[config.mk]
export PLATFORM = sky130hd
export DESIGN_NAME = cnsb_device_flat
export DESIGN_NICKNAME = d
export VERILOG_FILES = /design/src/cnsb_pkg.sv /design/src/cnsb_if.sv /design/src/cnsb_device.sv /design/src/cnsb_sync.sv /design/src/flat_wrapper.sv
export SDC_FILE = /design/constraint.sdc
export NUM_CORES = 1
export LEC_CHECK = 0
export BUFFER_PORTS_ARGS = -buffer_cell sky130_fd_sc_hd__buf_2
export CAP_MARGIN = 20
export CORE_UTILIZATION = 35
export DETAILED_ROUTE_END_ITERATION = 8
export PLACE_DENSITY = 0.54
export SYNTH_ARGS = -nofsm -noshare
export SYNTH_HDL_FRONTEND = slang
export SYNTH_SLANG_ARGS = --single-unit
[constraint.sdc]
create_clock -name clock -period 3.7 [get_ports clock]
set_clock_uncertainty 0.1 [all_clocks]
set_input_delay 0.185 -clock clock [delete_from_list [all_inputs] [get_ports clock]]
set_output_delay 0.185 -clock clock [all_outputs]
set_load 0.01 [all_outputs]
[src/cnsb_pkg.sv]
// shared constants and types for the can mode and stop wake-up block
package cnsb_pkg;
	// ----------------------------------------
	// timing
	// ----------------------------------------
	localparam int CLK_KHZ          = 10000;             // 10 MHz system clock
	localparam int CS_WAKE_US       = 60;                // chip select edge to wake pulse
	localparam int OC_DGLT_US       = 55;                // regulator overcurrent deglitch
	localparam int OC_WAKE_US       = 60;                // filtered overcurrent to wake pulse
	localparam int SENSE_WAKE_US    = 100;               // sensed wake input to wake pulse
	localparam int SAMPLE_LEAD_US   = 10;                // sample point before end of on-time
	localparam int SENSE_ON_US      = 100;               // sense switch on-time
	localparam int DOM_TOUT_US      = 200;               // least dominant timeout
	localparam int PULSE_MIN_NS     = 500;               // bus wake pulse least width
	localparam int PULSE_MAX_US     = 500;               // bus wake pulse longest width / gap
	localparam int FRAME_US         = 1000;              // three pulses within this window
	localparam int INT_PULSE_US     = 10;                // wake pulse width on host interrupt
	localparam int WAKE_PULSES      = 3;
	localparam int PERIOD_MIN_MS    = 5;                 // shortest cyclic sense period
	localparam int CYC_PER_US       = CLK_KHZ / 1000;
	localparam int CS_WAKE_CYC      = CS_WAKE_US * CYC_PER_US;
	localparam int OC_DGLT_CYC      = OC_DGLT_US * CYC_PER_US;
	localparam int OC_WAKE_CYC      = OC_WAKE_US * CYC_PER_US;
	localparam int SENSE_WAKE_CYC   = SENSE_WAKE_US * CYC_PER_US;
	localparam int SAMPLE_LEAD_CYC  = SAMPLE_LEAD_US * CYC_PER_US;
	localparam int SENSE_ON_CYC     = SENSE_ON_US * CYC_PER_US;
	localparam int DOM_TOUT_CYC     = DOM_TOUT_US * CYC_PER_US;
	localparam int PULSE_MIN_CYC    = (PULSE_MIN_NS * CLK_KHZ + 999999) / 1000000;
	localparam int PULSE_MAX_CYC    = PULSE_MAX_US * CYC_PER_US;
	localparam int FRAME_CYC        = FRAME_US * CYC_PER_US;
	localparam int INT_PULSE_CYC    = INT_PULSE_US * CYC_PER_US;
	localparam int CYC_PER_MS       = CLK_KHZ;
	localparam int TW               = 13;                // short timer width
	localparam int PW               = 22;                // sense period counter width

	// ----------------------------------------
	// register map (own choice), 32-bit aligned
	// ----------------------------------------
	localparam logic [7:0] REG_CTRL   = 8'h00;           // host controller command
	localparam logic [7:0] REG_STAT   = 8'h04;           // mirrored device status
	localparam logic [7:0] REG_PERIOD = 8'h08;           // cyclic sense period in ms
	localparam int CTRL_NORMAL  = 0;
	localparam int CTRL_WAKEEN  = 1;
	localparam int CTRL_SLEW    = 2;                     // two bits
	localparam int CTRL_TXD     = 4;
	localparam int CTRL_CHIP    = 8;                     // three bits
	localparam int STAT_RXD     = 0;
	localparam int STAT_STUCK   = 2;                     // stuck dominant flag, bit D2
	localparam int STAT_BUSWAKE = 3;
	localparam int STAT_WAKE    = 4;
	localparam logic [8:0] PERIOD_RST = 9'h005;

	typedef enum logic [2:0] {
		CHIP_NREQ    = 3'h0,
		CHIP_NORMAL  = 3'h1,
		CHIP_STANDBY = 3'h3,
		CHIP_STOP    = 3'h2,
		CHIP_SLEEP   = 3'h6,
		CHIP_RESET   = 3'h7
	} cnsb_chip_t;

	typedef enum logic [1:0] {
		WK_IDLE = 2'h0,
		WK_WAIT = 2'h1,
		WK_PULS = 2'h3
	} cnsb_wake_t;
endpackage : cnsb_pkg

[src/cnsb_if.sv]
// link between the can mode device end and the host controller end
`timescale 1ns/1ns
interface cnsb_if;
	logic       txd;        // transmit pin, high = recessive
	logic       rxd;        // receive pin, low = dominant
	logic       csN;        // spi chip select, active low
	logic       canNormal;  // command: 1 normal, 0 sleep
	logic       wakeEn;     // command: bus wake detect in sleep
	logic [1:0] slew;       // command: slew rate setting
	logic       statRd;     // one-cycle status register read strobe
	logic       stuckFlag;  // latched stuck dominant flag
	logic       busWake;    // latched bus wake flag
	logic       intN;       // host interrupt, active low pulse
	modport dev  (input txd, csN, canNormal, wakeEn, slew, statRd,
		output rxd, stuckFlag, busWake, intN);
	modport host (output txd, csN, canNormal, wakeEn, slew, statRd,
		input rxd, stuckFlag, busWake, intN);
endinterface : cnsb_if

[src/cnsb_device.sv]
// device end: can mode, bus driver control, bus wake detect and stop wake-up pulses
//
// Register access over APB and the placing of the registers were left to the implementer.
`timescale 1ns/1ns
module cnsb_device (
	input  wire logic     clock,
	input  wire logic     nrst,
	cnsb_if.dev           lnk,
	input  wire logic [2:0] chipMode,     // system chip mode, cnsb_pkg::cnsb_chip_t coding
	input  wire logic     railOn,         // peripheral supply rail present
	input  wire logic     busDomIn,       // bus differential above threshold
	input  wire logic     ocIn,           // regulator overcurrent comparator
	input  wire logic     senseIn,        // wake sense input level
	input  wire logic [8:0] senseMs,      // cyclic sense period in ms
	output logic          busDrive_r,     // bus driver forced dominant
	output logic          driverOn_r,     // bus driver enabled
	output logic          wakeRxOn_r,     // wake receiver enabled
	output logic [1:0]    slewOut_r,      // slew rate to driver
	output logic          senseSwitch_r,  // high side sense switch on
	output logic          stopExit_r      // one-cycle request to leave stop
);
	logic txS, busS, ocS, senseS, csS, csD_r;
	localparam int TW_W = cnsb_pkg::TW;   // short timer width
	logic canNorm, inStop, railTx;
	logic [TW_W-1:0] domCnt_r;
	logic stuck_r;
	logic busDomD_r;
	logic [TW_W-1:0] pulseCnt_r, gapCnt_r;
	logic [13:0] frameCnt_r;
	logic [1:0] pulseNum_r;
	logic wakeDet, busWake_r, sawNormal_r;
	logic [TW_W-1:0] ocCnt_r;
	logic ocDone_r;
	logic [cnsb_pkg::PW-1:0] perCnt_r;
	logic senseHit_r;
	cnsb_pkg::cnsb_wake_t wkSt_r;
	logic [TW_W-1:0] wkCnt_r, wkDelay_r;
	logic intN_r, rxd_r, stuckOut_r, busWakeOut_r;

	// a counter that saturates at its width
	function automatic logic [TW_W-1:0] satInc(input logic [TW_W-1:0] v);
		satInc = (&v) ? v : v + 13'h0001;
	endfunction : satInc

	// ----------------------------------------
	// pin synchronisers
	// ----------------------------------------
	cnsb_sync #(.INIT(1'b1)) uTx  (.clock(clock), .nrst(nrst), .din(lnk.txd),  .dout(txS));
	cnsb_sync #(.INIT(1'b0)) uBus (.clock(clock), .nrst(nrst), .din(busDomIn), .dout(busS));
	cnsb_sync #(.INIT(1'b0)) uOc  (.clock(clock), .nrst(nrst), .din(ocIn),     .dout(ocS));
	cnsb_sync #(.INIT(1'b0)) uSen (.clock(clock), .nrst(nrst), .din(senseIn),  .dout(senseS));
	cnsb_sync #(.INIT(1'b1)) uCs  (.clock(clock), .nrst(nrst), .din(lnk.csN),  .dout(csS));

	// ----------------------------------------
	// mode decode
	// ----------------------------------------
	// chip sleep and stop force can sleep; spi picks otherwise
	assign canNorm = lnk.canNormal
		&& chipMode != cnsb_pkg::CHIP_SLEEP && chipMode != cnsb_pkg::CHIP_STOP;
	assign inStop = (chipMode == cnsb_pkg::CHIP_STOP);
	// pins read low in reset, normal request, sleep, stop and without rail
	assign railTx = railOn && chipMode != cnsb_pkg::CHIP_RESET && chipMode != cnsb_pkg::CHIP_NREQ
		&& chipMode != cnsb_pkg::CHIP_SLEEP && chipMode != cnsb_pkg::CHIP_STOP;

	// ----------------------------------------
	// bus driver and receive pin
	// ----------------------------------------
	// driver off in sleep; leaving sleep drives dominant at once if tx is already low
	always_ff @(posedge clock or negedge nrst) begin
		if (!nrst) begin
			driverOn_r <= 1'b1;
			busDrive_r <= 1'b0;
			slewOut_r  <= 2'h0;
			rxd_r      <= 1'b0;
			wakeRxOn_r <= 1'b0;
		end else begin
			driverOn_r <= canNorm && railTx && domCnt_r < TW_W'(cnsb_pkg::DOM_TOUT_CYC);
			busDrive_r <= canNorm && railTx && !txS && !domCnt_r[TW_W-1] && (domCnt_r < TW_W'(cnsb_pkg::DOM_TOUT_CYC));
			slewOut_r  <= lnk.slew;
			rxd_r      <= railTx && (canNorm ? !busS : 1'b1);
			wakeRxOn_r <= !canNorm && lnk.wakeEn;
		end
	end

	// ----------------------------------------
	// dominant timeout and stuck flag
	// ----------------------------------------
	always_ff @(posedge clock or negedge nrst) begin
		if (!nrst) domCnt_r <= '0;
		else if (txS || !canNorm) domCnt_r <= '0;
		else domCnt_r <= satInc(domCnt_r);
	end

	// set wins over the read clear; clear needs condition gone
	always_ff @(posedge clock or negedge nrst) begin
		if (!nrst) stuck_r <= 1'b0;
		else if (domCnt_r >= TW_W'(cnsb_pkg::DOM_TOUT_CYC)) stuck_r <= 1'b1;
		else if (lnk.statRd && txS) stuck_r <= 1'b0;
	end

	// ----------------------------------------
	// bus pattern wake detector
	// ----------------------------------------
	assign wakeDet = wakeRxOn_r && busDomD_r && !busS
		&& pulseCnt_r >= TW_W'(cnsb_pkg::PULSE_MIN_CYC)
		&& pulseCnt_r < TW_W'(cnsb_pkg::PULSE_MAX_CYC)
		&& pulseNum_r == 2'(cnsb_pkg::WAKE_PULSES - 1)
		&& frameCnt_r < 14'(cnsb_pkg::FRAME_CYC);

	// width, gap and frame timers on the wake receiver
	always_ff @(posedge clock or negedge nrst) begin
		if (!nrst) begin
			busDomD_r  <= 1'b0;
			pulseCnt_r <= '0;
			gapCnt_r   <= '0;
			frameCnt_r <= '0;
			pulseNum_r <= 2'h0;
		end else begin
			busDomD_r <= busS;
			if (!wakeRxOn_r) begin
				pulseNum_r <= 2'h0;
				frameCnt_r <= '0;
			end else begin
				if (busS) pulseCnt_r <= satInc(pulseCnt_r);
				else pulseCnt_r <= '0;
				if (!busS) gapCnt_r <= satInc(gapCnt_r);
				else gapCnt_r <= '0;
				if (pulseNum_r != 2'h0 && frameCnt_r < 14'h3fff) frameCnt_r <= frameCnt_r + 14'h0001;
				// a falling edge ends a pulse: count it if valid, else restart
				if (busDomD_r && !busS) begin
					if (pulseCnt_r >= TW_W'(cnsb_pkg::PULSE_MIN_CYC)
						&& pulseCnt_r < TW_W'(cnsb_pkg::PULSE_MAX_CYC)
						&& (pulseNum_r == 2'h0 || frameCnt_r < 14'(cnsb_pkg::FRAME_CYC))) begin
						if (pulseNum_r == 2'(cnsb_pkg::WAKE_PULSES - 1)) pulseNum_r <= 2'h0;
						else pulseNum_r <= pulseNum_r + 2'h1;
						if (pulseNum_r == 2'h0) frameCnt_r <= '0;
					end else begin
						pulseNum_r <= 2'h0;
					end
				end else if (!busS && gapCnt_r >= TW_W'(cnsb_pkg::PULSE_MAX_CYC)) begin
					pulseNum_r <= 2'h0;
				end
			end
		end
	end

	// bus wake flag: cleared only after normal by spi and a read
	always_ff @(posedge clock or negedge nrst) begin
		if (!nrst) begin
			busWake_r   <= 1'b0;
			sawNormal_r <= 1'b0;
		end else if (wakeDet) begin
			busWake_r   <= 1'b1;
			sawNormal_r <= 1'b0;
		end else begin
			if (busWake_r && canNorm) sawNormal_r <= 1'b1;
			if (sawNormal_r && lnk.statRd) begin
				busWake_r   <= 1'b0;
				sawNormal_r <= 1'b0;
			end
		end
	end

	// ----------------------------------------
	// overcurrent deglitch and cyclic sense
	// ----------------------------------------
	always_ff @(posedge clock or negedge nrst) begin
		if (!nrst) begin
			ocCnt_r  <= '0;
			ocDone_r <= 1'b0;
		end else begin
			ocCnt_r  <= ocS ? satInc(ocCnt_r) : '0;
			ocDone_r <= ocS && ocCnt_r == TW_W'(cnsb_pkg::OC_DGLT_CYC - 1);
		end
	end

	// switch on for the on-time at the start of each period, sample before its end
	always_ff @(posedge clock or negedge nrst) begin
		if (!nrst) begin
			perCnt_r      <= '0;
			senseSwitch_r <= 1'b0;
			senseHit_r    <= 1'b0;
		end else begin
			if (!inStop || perCnt_r >= cnsb_pkg::PW'(senseMs) * cnsb_pkg::PW'(cnsb_pkg::CYC_PER_MS) - 1'b1)
				perCnt_r <= '0;
			else
				perCnt_r <= perCnt_r + 1'b1;
			senseSwitch_r <= inStop && perCnt_r < cnsb_pkg::PW'(cnsb_pkg::SENSE_ON_CYC);
			senseHit_r <= inStop && senseS
				&& perCnt_r == cnsb_pkg::PW'(cnsb_pkg::SENSE_ON_CYC - cnsb_pkg::SAMPLE_LEAD_CYC);
		end
	end

	// ----------------------------------------
	// stop wake sequencer
	// ----------------------------------------
	// the first event in stop picks the delay; later ones merge into the same pulse
	always_ff @(posedge clock or negedge nrst) begin
		if (!nrst) begin
			csD_r     <= 1'b1;
			wkSt_r    <= cnsb_pkg::WK_IDLE;
			wkCnt_r   <= '0;
			wkDelay_r <= '0;
			intN_r    <= 1'b1;
			stopExit_r <= 1'b0;
		end else begin
			csD_r      <= csS;
			stopExit_r <= 1'b0;
			case (wkSt_r)
			cnsb_pkg::WK_IDLE: begin
				wkCnt_r <= '0;
				if (inStop && csS && !csD_r) begin
					wkDelay_r <= TW_W'(cnsb_pkg::CS_WAKE_CYC);
					wkSt_r    <= cnsb_pkg::WK_WAIT;
				end else if (inStop && ocDone_r) begin
					wkDelay_r <= TW_W'(cnsb_pkg::OC_WAKE_CYC);
					wkSt_r    <= cnsb_pkg::WK_WAIT;
				end else if (inStop && (senseHit_r || wakeDet)) begin
					wkDelay_r <= TW_W'(cnsb_pkg::SENSE_WAKE_CYC);
					wkSt_r    <= cnsb_pkg::WK_WAIT;
				end
			end
			cnsb_pkg::WK_WAIT: begin
				wkCnt_r <= wkCnt_r + 13'h0001;
				if (wkCnt_r >= wkDelay_r - 13'h0002) begin
					wkCnt_r    <= '0;
					intN_r     <= 1'b0;
					stopExit_r <= 1'b1;
					wkSt_r     <= cnsb_pkg::WK_PULS;
				end
			end
			cnsb_pkg::WK_PULS: begin
				wkCnt_r <= wkCnt_r + 13'h0001;
				if (wkCnt_r == TW_W'(cnsb_pkg::INT_PULSE_CYC - 1)) begin
					intN_r <= 1'b1;
					wkSt_r <= cnsb_pkg::WK_IDLE;
				end
			end
			default: wkSt_r <= cnsb_pkg::WK_IDLE;
			endcase
		end
	end

	// registered status to the link
	always_ff @(posedge clock or negedge nrst) begin
		if (!nrst) begin
			stuckOut_r   <= 1'b0;
			busWakeOut_r <= 1'b0;
		end else begin
			stuckOut_r   <= stuck_r;
			busWakeOut_r <= busWake_r;
		end
	end

	assign lnk.rxd       = rxd_r;
	assign lnk.intN      = intN_r;
	assign lnk.stuckFlag = stuckOut_r;
	assign lnk.busWake   = busWakeOut_r;
endmodule : cnsb_device

[src/cnsb_sync.sv]
// three-stage synchroniser with agreement of the last two stages
`timescale 1ns/1ns
module cnsb_sync #(
	parameter logic INIT = 1'b0
) (
	input  wire logic clock,
	input  wire logic nrst,
	input  wire logic din,
	output logic      dout
);
	logic s1, s2, s3;

	// ----------------------------------------
	// sampling chain
	// ----------------------------------------
	// only s2 reads s1
	always_ff @(posedge clock or negedge nrst) begin
		if (!nrst) begin
			s1 <= INIT;
			s2 <= INIT;
			s3 <= INIT;
		end else begin
			s1 <= din;
			s2 <= s1;
			s3 <= s2;
		end
	end

	// output changes once two stages agree
	always_ff @(posedge clock or negedge nrst) begin
		if (!nrst) dout <= INIT;
		else if (s2 == s3) dout <= s3;
	end
endmodule : cnsb_sync

[src/flat_wrapper.sv]
// flat-port wrapper written by rule: the top's interface ports become plain ports
module cnsb_device_flat 
  (clock, nrst, chipMode, railOn, busDomIn, ocIn, senseIn, senseMs, busDrive_r, driverOn_r, wakeRxOn_r, slewOut_r, senseSwitch_r, stopExit_r, lnk_txd, lnk_csN, lnk_canNormal, lnk_wakeEn, lnk_slew, lnk_statRd, lnk_rxd, lnk_stuckFlag, lnk_busWake, lnk_intN);
  cnsb_if lnk_i ();
  input  wire logic clock;
  input  wire logic nrst;
  input  wire logic [2:0] chipMode;
  input  wire logic railOn;
  input  wire logic busDomIn;
  input  wire logic ocIn;
  input  wire logic senseIn;
  input  wire logic [8:0] senseMs;
  output logic busDrive_r;
  output logic driverOn_r;
  output logic wakeRxOn_r;
  output logic [1:0] slewOut_r;
  output logic senseSwitch_r;
  output logic stopExit_r;
  input wire logic [$bits(lnk_i.txd)-1:0] lnk_txd;
  input wire logic [$bits(lnk_i.csN)-1:0] lnk_csN;
  input wire logic [$bits(lnk_i.canNormal)-1:0] lnk_canNormal;
  input wire logic [$bits(lnk_i.wakeEn)-1:0] lnk_wakeEn;
  input wire logic [$bits(lnk_i.slew)-1:0] lnk_slew;
  input wire logic [$bits(lnk_i.statRd)-1:0] lnk_statRd;
  output wire logic [$bits(lnk_i.rxd)-1:0] lnk_rxd;
  output wire logic [$bits(lnk_i.stuckFlag)-1:0] lnk_stuckFlag;
  output wire logic [$bits(lnk_i.busWake)-1:0] lnk_busWake;
  output wire logic [$bits(lnk_i.intN)-1:0] lnk_intN;
  assign lnk_i.txd = lnk_txd;
  assign lnk_i.csN = lnk_csN;
  assign lnk_i.canNormal = lnk_canNormal;
  assign lnk_i.wakeEn = lnk_wakeEn;
  assign lnk_i.slew = lnk_slew;
  assign lnk_i.statRd = lnk_statRd;
  assign lnk_rxd = lnk_i.rxd;
  assign lnk_stuckFlag = lnk_i.stuckFlag;
  assign lnk_busWake = lnk_i.busWake;
  assign lnk_intN = lnk_i.intN;
  cnsb_device u_core (.clock(clock), .nrst(nrst), .lnk(lnk_i), .chipMode(chipMode), .railOn(railOn), .busDomIn(busDomIn), .ocIn(ocIn), .senseIn(senseIn), .senseMs(senseMs), .busDrive_r(busDrive_r), .driverOn_r(driverOn_r), .wakeRxOn_r(wakeRxOn_r), .slewOut_r(slewOut_r), .senseSwitch_r(senseSwitch_r), .stopExit_r(stopExit_r));
endmodule
## After elaboration in Yosys (flattened, before gate mapping)

Index checks and enable logic that the tools add are counted.

| cells by class | value |
|---|---|
| $add $sub $neg | 10 |
| multiply operators | 1 |
| magnitude comparators | 10 |
| equal/unequal tests | 23 |
| mux-type cells | 43 |
| reductions and logical operators | 64 |

Operators with widths:

| kind | count |
|---|---|
| 13-bit two-way mux | 12 |
| 14-bit two-way mux | 5 |
| 13-bit by 1-bit adder with 13-bit output, second input constant | 5 |
| 13-bit AND reduction | 4 |
| 13-bit one-hot mux with 3 select lines | 1 |
| 1-bit logical AND | 35 |
| 14-bit less-than comparator, second input constant | 2 |
| 22-bit by 1-bit adder with 22-bit output, second input constant | 1 |
| 22-bit by 10-bit == test with 1-bit output, second input constant | 1 |
| 22-bit greater-or-equal comparator | 1 |
| 22-bit by 10-bit less-than comparator with 1-bit output, second input constant | 1 |
| 22-bit two-way mux | 1 |
| 22-bit by 1-bit subtractor with 22-bit output, second input constant | 1 |
| 2-bit two-way mux | 10 |
| 9-bit by 10-bit multiplier with 18-bit output, second input constant | 1 |
| 14-bit by 1-bit adder with 14-bit output, second input constant | 1 |
| 13-bit by 10-bit == test with 1-bit output, second input constant | 1 |
| 13-bit by 7-bit == test with 1-bit output, second input constant | 1 |
| 13-bit by 11-bit greater-or-equal comparator with 1-bit output, second input constant | 1 |
| 13-bit greater-or-equal comparator | 1 |
| 13-bit greater-or-equal comparator, second input constant | 1 |
| 13-bit by 3-bit greater-or-equal comparator with 1-bit output, second input constant | 1 |
| 13-bit by 11-bit less-than comparator with 1-bit output, second input constant | 1 |
| 13-bit less-than comparator, second input constant | 1 |
| other kinds (21) | 61 |

| word-level totals | value |
|---|---|
| flip-flop bits (word level) | 156 |
| input port bits | 25 |
| output and inout port bits | 11 |
| word-level logic and storage cells | 198 |

## Depth between registers and ports, before layout

| depth | value |
|---|---|
| depth in word-level cells | 12 |
| mapped depth | 23 |
| depth with buffers taken out | 22 |

## Cells and area by module

A second synthesis with hierarchy kept.

| unflattened totals | value |
|---|---|
| cells, all modules | 937 |
| area, all modules | 9187.6 µm² |

Modules (own cells, without submodules):

| module | times used | cells each | area each (µm²) | seq. area each (µm²) |
|---|---|---|---|---|
| cnsb_device | 1 | 912 | 8620.8 | 3156.8 |
| cnsb_sync (u_core.uBus ...) | 3 | 5 | 111.4 | 100.1 |
| cnsb_sync (u_core.uCs ...) | 2 | 5 | 116.4 | 105.1 |

## Least setup slack after synthesis

No wires, ideal clock.

| timing | value |
|---|---|
| path type | input -> register |
| start | input port senseMs[3] |
| end | register u_core.perCnt_r[11] in the netlist's numbering |
| setup time | 68 ps |
| arrival | 4928 ps |
| data required time | 3532 ps |
| slack | -1396 ps |
| cell stages on the path | 20 |
| path buffers | 1 |
| cell sequence | ha_1 > ha_1 > inv_1 > fa_1 > fa_1 > inv_1 > ha_1 > o211ai_1 > o21ai_1 > xor2_1 > or4_4 > nor2_1 > xnor2_1 > ha_1 > a21o_1 > a21oi_1 > a31oi_1 > or4_4 > buf_6 > nor2_4 |

| between the ends | value |
|---|---|
| word-level cells in the longest chain between the ends | 5 |

Ends and longest elaborated chain:

| item | RTL line | RTL |
|---|---|---|
| from (decl) | flat_wrapper.sv:12 | `input wire logic [8:0] senseMs;` |
| 9-bit by 10-bit multiplier with 18-bit output | cnsb_device.sv:184 | `if (!inStop \|\| perCnt_r >= cnsb_pkg::PW'(senseMs) * cnsb_pkg::PW'(cnsb_pkg::CYC_PER_MS) - 1'b1)` |
| 22-bit by 1-bit subtractor with 22-bit output | cnsb_device.sv:184 |  |
| 22-bit greater-or-equal comparator | cnsb_device.sv:184 |  |
| 1-bit logical OR | cnsb_device.sv:184 |  |
| 22-bit two-way mux | cnsb_device.sv:184 |  |
| to (signal assigned) | cnsb_device.sv:187 | `perCnt_r <= perCnt_r + 1'b1;` |
| to (decl) | cnsb_device.sv:34 | `logic [cnsb_pkg::PW-1:0] perCnt_r;` |

No other way between the ends.
A chain may end at the register's enable or synchronous reset.

## Worst setup path after layout

| timing | value |
|---|---|
| start | input port senseMs[7] |
| end | register u_core.perCnt_r[1] in the netlist's numbering |

Same word-level chain as after synthesis.

==> run_results.csv <==
group,metric,value,unit
route,drt-total-wl,17500,um
power,intPower,0.00340,W
critical_path,critPathCaptureType,"flip-flop",
placed_design,gp_congestion,0.760,
die,start_util,0.358,
cts,cts.clk_slew.worst_paths,70,ps
layout,multiInputGateArea,5300,um^2
die,die_area,26600,um^2
critical_path,worst_r2r_path_depth,10,
cts,cts_sinks,146,
layout,layout-drive-gt1-share,0.201,
cts,cts_root_buf,"clkbuf_16",
cts,cts_buffers,17,
synth,ys.flop_type,"dfrtp_1",
layout,layout.nets,1147,
critical_path,crit_type,"in -> reg",
timing,min_period,4720,ps
timing,rsz0062_at_grt,"yes",
synth,yosysMostFrequentCell,"dfrtp_1",
die,io_pins,36,
critical_path,cp.required,3960,ps
power,p_clk_frac,0.336,
global_routing,met3_usage,0.0229,
layout,syn2layout_area_growth,21.0,%
synth,yosys_warnings,0,
die,coreArea,25300,um^2
critical_path,arrival,4970,ps
synth,yosysSeqAreaShare,0.404,
power,power.total,0.00493,W
route,avgViaCountPerCell,4.83,
synth,synth_edf_count,0,
cts,clock_latency,420,ps
route,drc,0,
timing,maxSlewHeadroom,0.397,
synth,synth_common_cells,"dfrtp_1 (135), nor2_1 (100), ha_1 (88)",
critical_path,crit_path_max_fanout,8,
synth,synth_cell_types,71,
power,combPwrFrac,0.318,
route,drt_iter0_drc,356,
synth,syn-cell-area,9070,um^2
timing,tightest_slew,905,ps
power,p_leak,5.02,nW
timing,fmax,212,MHz
critical_path,reg2reg_from,"u_core.wkDelay_r[6]",
die,die_h,163,um
synth,synth_top_area_cell,"dfrtp_1",
layout,register_area,3670,um^2
power,p_per_area,449,nW/um^2
layout,fillers,2451,
power,p_sw,0.00153,W
synth,synthArstFlopShare,1.00,
synth,synth_area_leaders,"dfrtp_1 (37%), ha_1 (12%), xor2_1 (5.8%)",
timing,finalMaxSlewViolations,0,
placed_design,place_hpwl,13000,um
worst_hold_path,hp-class,"in -> reg",
timing,finalCritPeriodShare,1.27,
critical_path,worst_setup_path_start_kind,"input port",
power,swShare,0.311,
power,irDropWorstVdd,0.000363,V
power,seqPwrFrac,0.346,
die,fp-row-count,58,
placed_design,port_buffers,35,
global_routing,busiest_layer,"met2",
timing,setup_ws,-1020,ps
placed_design,preCtsSetupSlack,-1530,ps
synth,syn_inst,909,
layout,n_antenna_cell,0,
critical_path,r2r_end,"u_core.wkCnt_r[4]",
run_status,violations,"setup timing",
run_status,status,"finished with violations",
global_routing,grt_overflow_total,0,
global_routing,grt_max_degree,87,
timing,hold_viol_final,0,
synth,syn_nets,1038,
route,first_pass_iters,4,
global_routing,use_met1,0.198,
route,wl_per_cell,12.8,um
cts,clockBufferDepth,2,
cts,htree_levels,4,
die,die_width,163,um
cts,cts_tree,"built",
global_routing,grt_pass1_vias,6494,
global_routing,use_met2,0.233,
synth,ys_ff_latch,146,
critical_path,crit_start,"senseMs[7]",
global_routing,grt_pass1_wl,30900,um
global_routing,grtUsageTotal,0.144,
synth,synth_top_area_share,0.373,
synth,synth.avg_cell_area,9.97,um^2
critical_path,r2r_slack,700,ps
route,ant_nets,0,
critical_path,crit_end,"u_core.perCnt_r[1]",
timing,report.final.setup_viol,22,
route,via_count,6579,
flow_run,timing.max_cap.violations,0,
global_routing,antenna_found_initial,0,
==> cell families (layout without fill, tap and decap cells) <==
family	after synthesis	count (layout)	share of synthesized area
buffers and inverters	77	199	0.0338
adders and majority gates	109	109	0.162
muxes	2	2	0.00235
and+or+nand+nor	354	354	0.208
DFF	146	146	0.404
AOI/OAI and AO/OA	117	117	0.0869
xor gates and xnor gates	104	104	0.102
==> registers in the layout, summed over array words and instances, names as in the netlist, 2 cells and up <==
name	count
u_core.domCnt_r	13
u_core.gapCnt_r	13
u_core.pulseCnt_r	13
u_core.frameCnt_r	14
u_core.slewOut_r	2
u_core.wkCnt_r	13
u_core.perCnt_r	22
u_core.wkDelay_r	3
u_core.wkSt_r	2
u_core.pulseNum_r	2
u_core.ocCnt_r	13
==> timing repair <==
item                                    CTS  global route
endpoints found under the setup margin   22            22
setup buffers                             2             0
hold buffers                             12             0
gates resized for setup                  26             7
pin swaps                                14             1
endpoints found under the hold margin    92             0
==> cells in the final DEF (no fill, tap or decap), drive strengths merged, types with 4 or more instances in the layout <==
master,synthesis,routed
a21o,14,14
a21oi,33,33
a31oi,6,6
and2,17,17
and3,16,16
and4,7,7
buf,4,91
clkbuf,9,20
clkinvlp,0,4
dfrtp,135,135
dfstp,11,11
dlygate4sd3,0,12
fa,16,16
ha,88,88
inv,64,69
maj3,5,5
nand2,62,62
nand2b,7,7
nand3,43,43
nand4,24,24
nor2,110,110
nor2b,10,10
nor3,17,17
nor4,14,14
o211ai,5,5
o21ai,23,23
o22ai,5,5
o31ai,5,5
or2,4,4
or3,9,9
or4,5,5
xnor2,43,43
xor2,61,61
==> stage by stage <==
| stage | std cells | utilization | hold slack (ps) | instance area (um^2) | setup TNS (ps) |
|---|---|---|---|---|---|
| after detailed placement | 1315 | 0.400 | 192 | 10100 | -32870 |
| after CTS | 1361 | 0.432 | 21.5 | 11000 | -21700 |
| after global routing | 1361 | 0.433 | 70.7 | 11000 | -26110 |
| after global placement | 1315 | 0.400 | 190 | 10100 | -31810 |
| final | 1361 | 0.433 | 31.1 | 11000 | -21800 |
| after floorplan | 909 | - | -211 | 9170 | -23990 |
==> power by group through the flow <==
stage / Clock, W / Combinational [W] / Sequential, W
after floorplan: 0 / 0.00100 / 0.00172
after detailed placement: 0 / 0.00151 / 0.00173
final: 0.00166 / 0.00157 / 0.00171
after global placement: 0 / 0.00149 / 0.00173
after CTS: 0.00170 / 0.00159 / 0.00171
after global routing: 0.00177 / 0.00176 / 0.00171
==> layer usage <==
metal	vias up	share of wire
met5	-	0
met4	0	0.012
met3	11	0.016
met2	53	0.46
met1	3152	0.51
li1	3363	-
==> how the worst min path moves through the flow <==
stage                            from           endpoint  slack (ps)  cells past startpoint
after floorplan                  nrst   u_core.busDomD_r        -210                      0
after global placement        lnk_txd      u_core.uTx.s1         190                      1
after detailed placement      lnk_txd      u_core.uTx.s1         190                      1
after CTS                 chipMode[1]  u_core.driverOn_r          20                      4
after global routing      chipMode[1]  u_core.driverOn_r          70                      4
final                     chipMode[1]  u_core.driverOn_r          30                      4
==> layout make-up <==
type,count,area share
tap,330,0.0376
clock inverter,12,0.0113
sequential,146,0.334
timing repair buffer,103,0.0712
clock buffer,20,0.0407
inverter,64,0.0219
multi-input combinational,686,0.483
==> critical path, cell delays in order <==
cell and delay, ps:
buf_6 100, fa_1 570, fa_1 420, ha_1 290, inv_2 40, fa_1 480, inv_2 50, ha_4 290
inv_2 40, or3_4 310, o211ai_1 300, buf_4 200, xnor2_2 110, ha_1 250, a21o_1 180, a21o_1 180
a21oi_2 110, a31oi_1 90, or4_4 490, buf_12 190, nor2_2 90
Note: power is estimated with default switching activity, not from simulation.
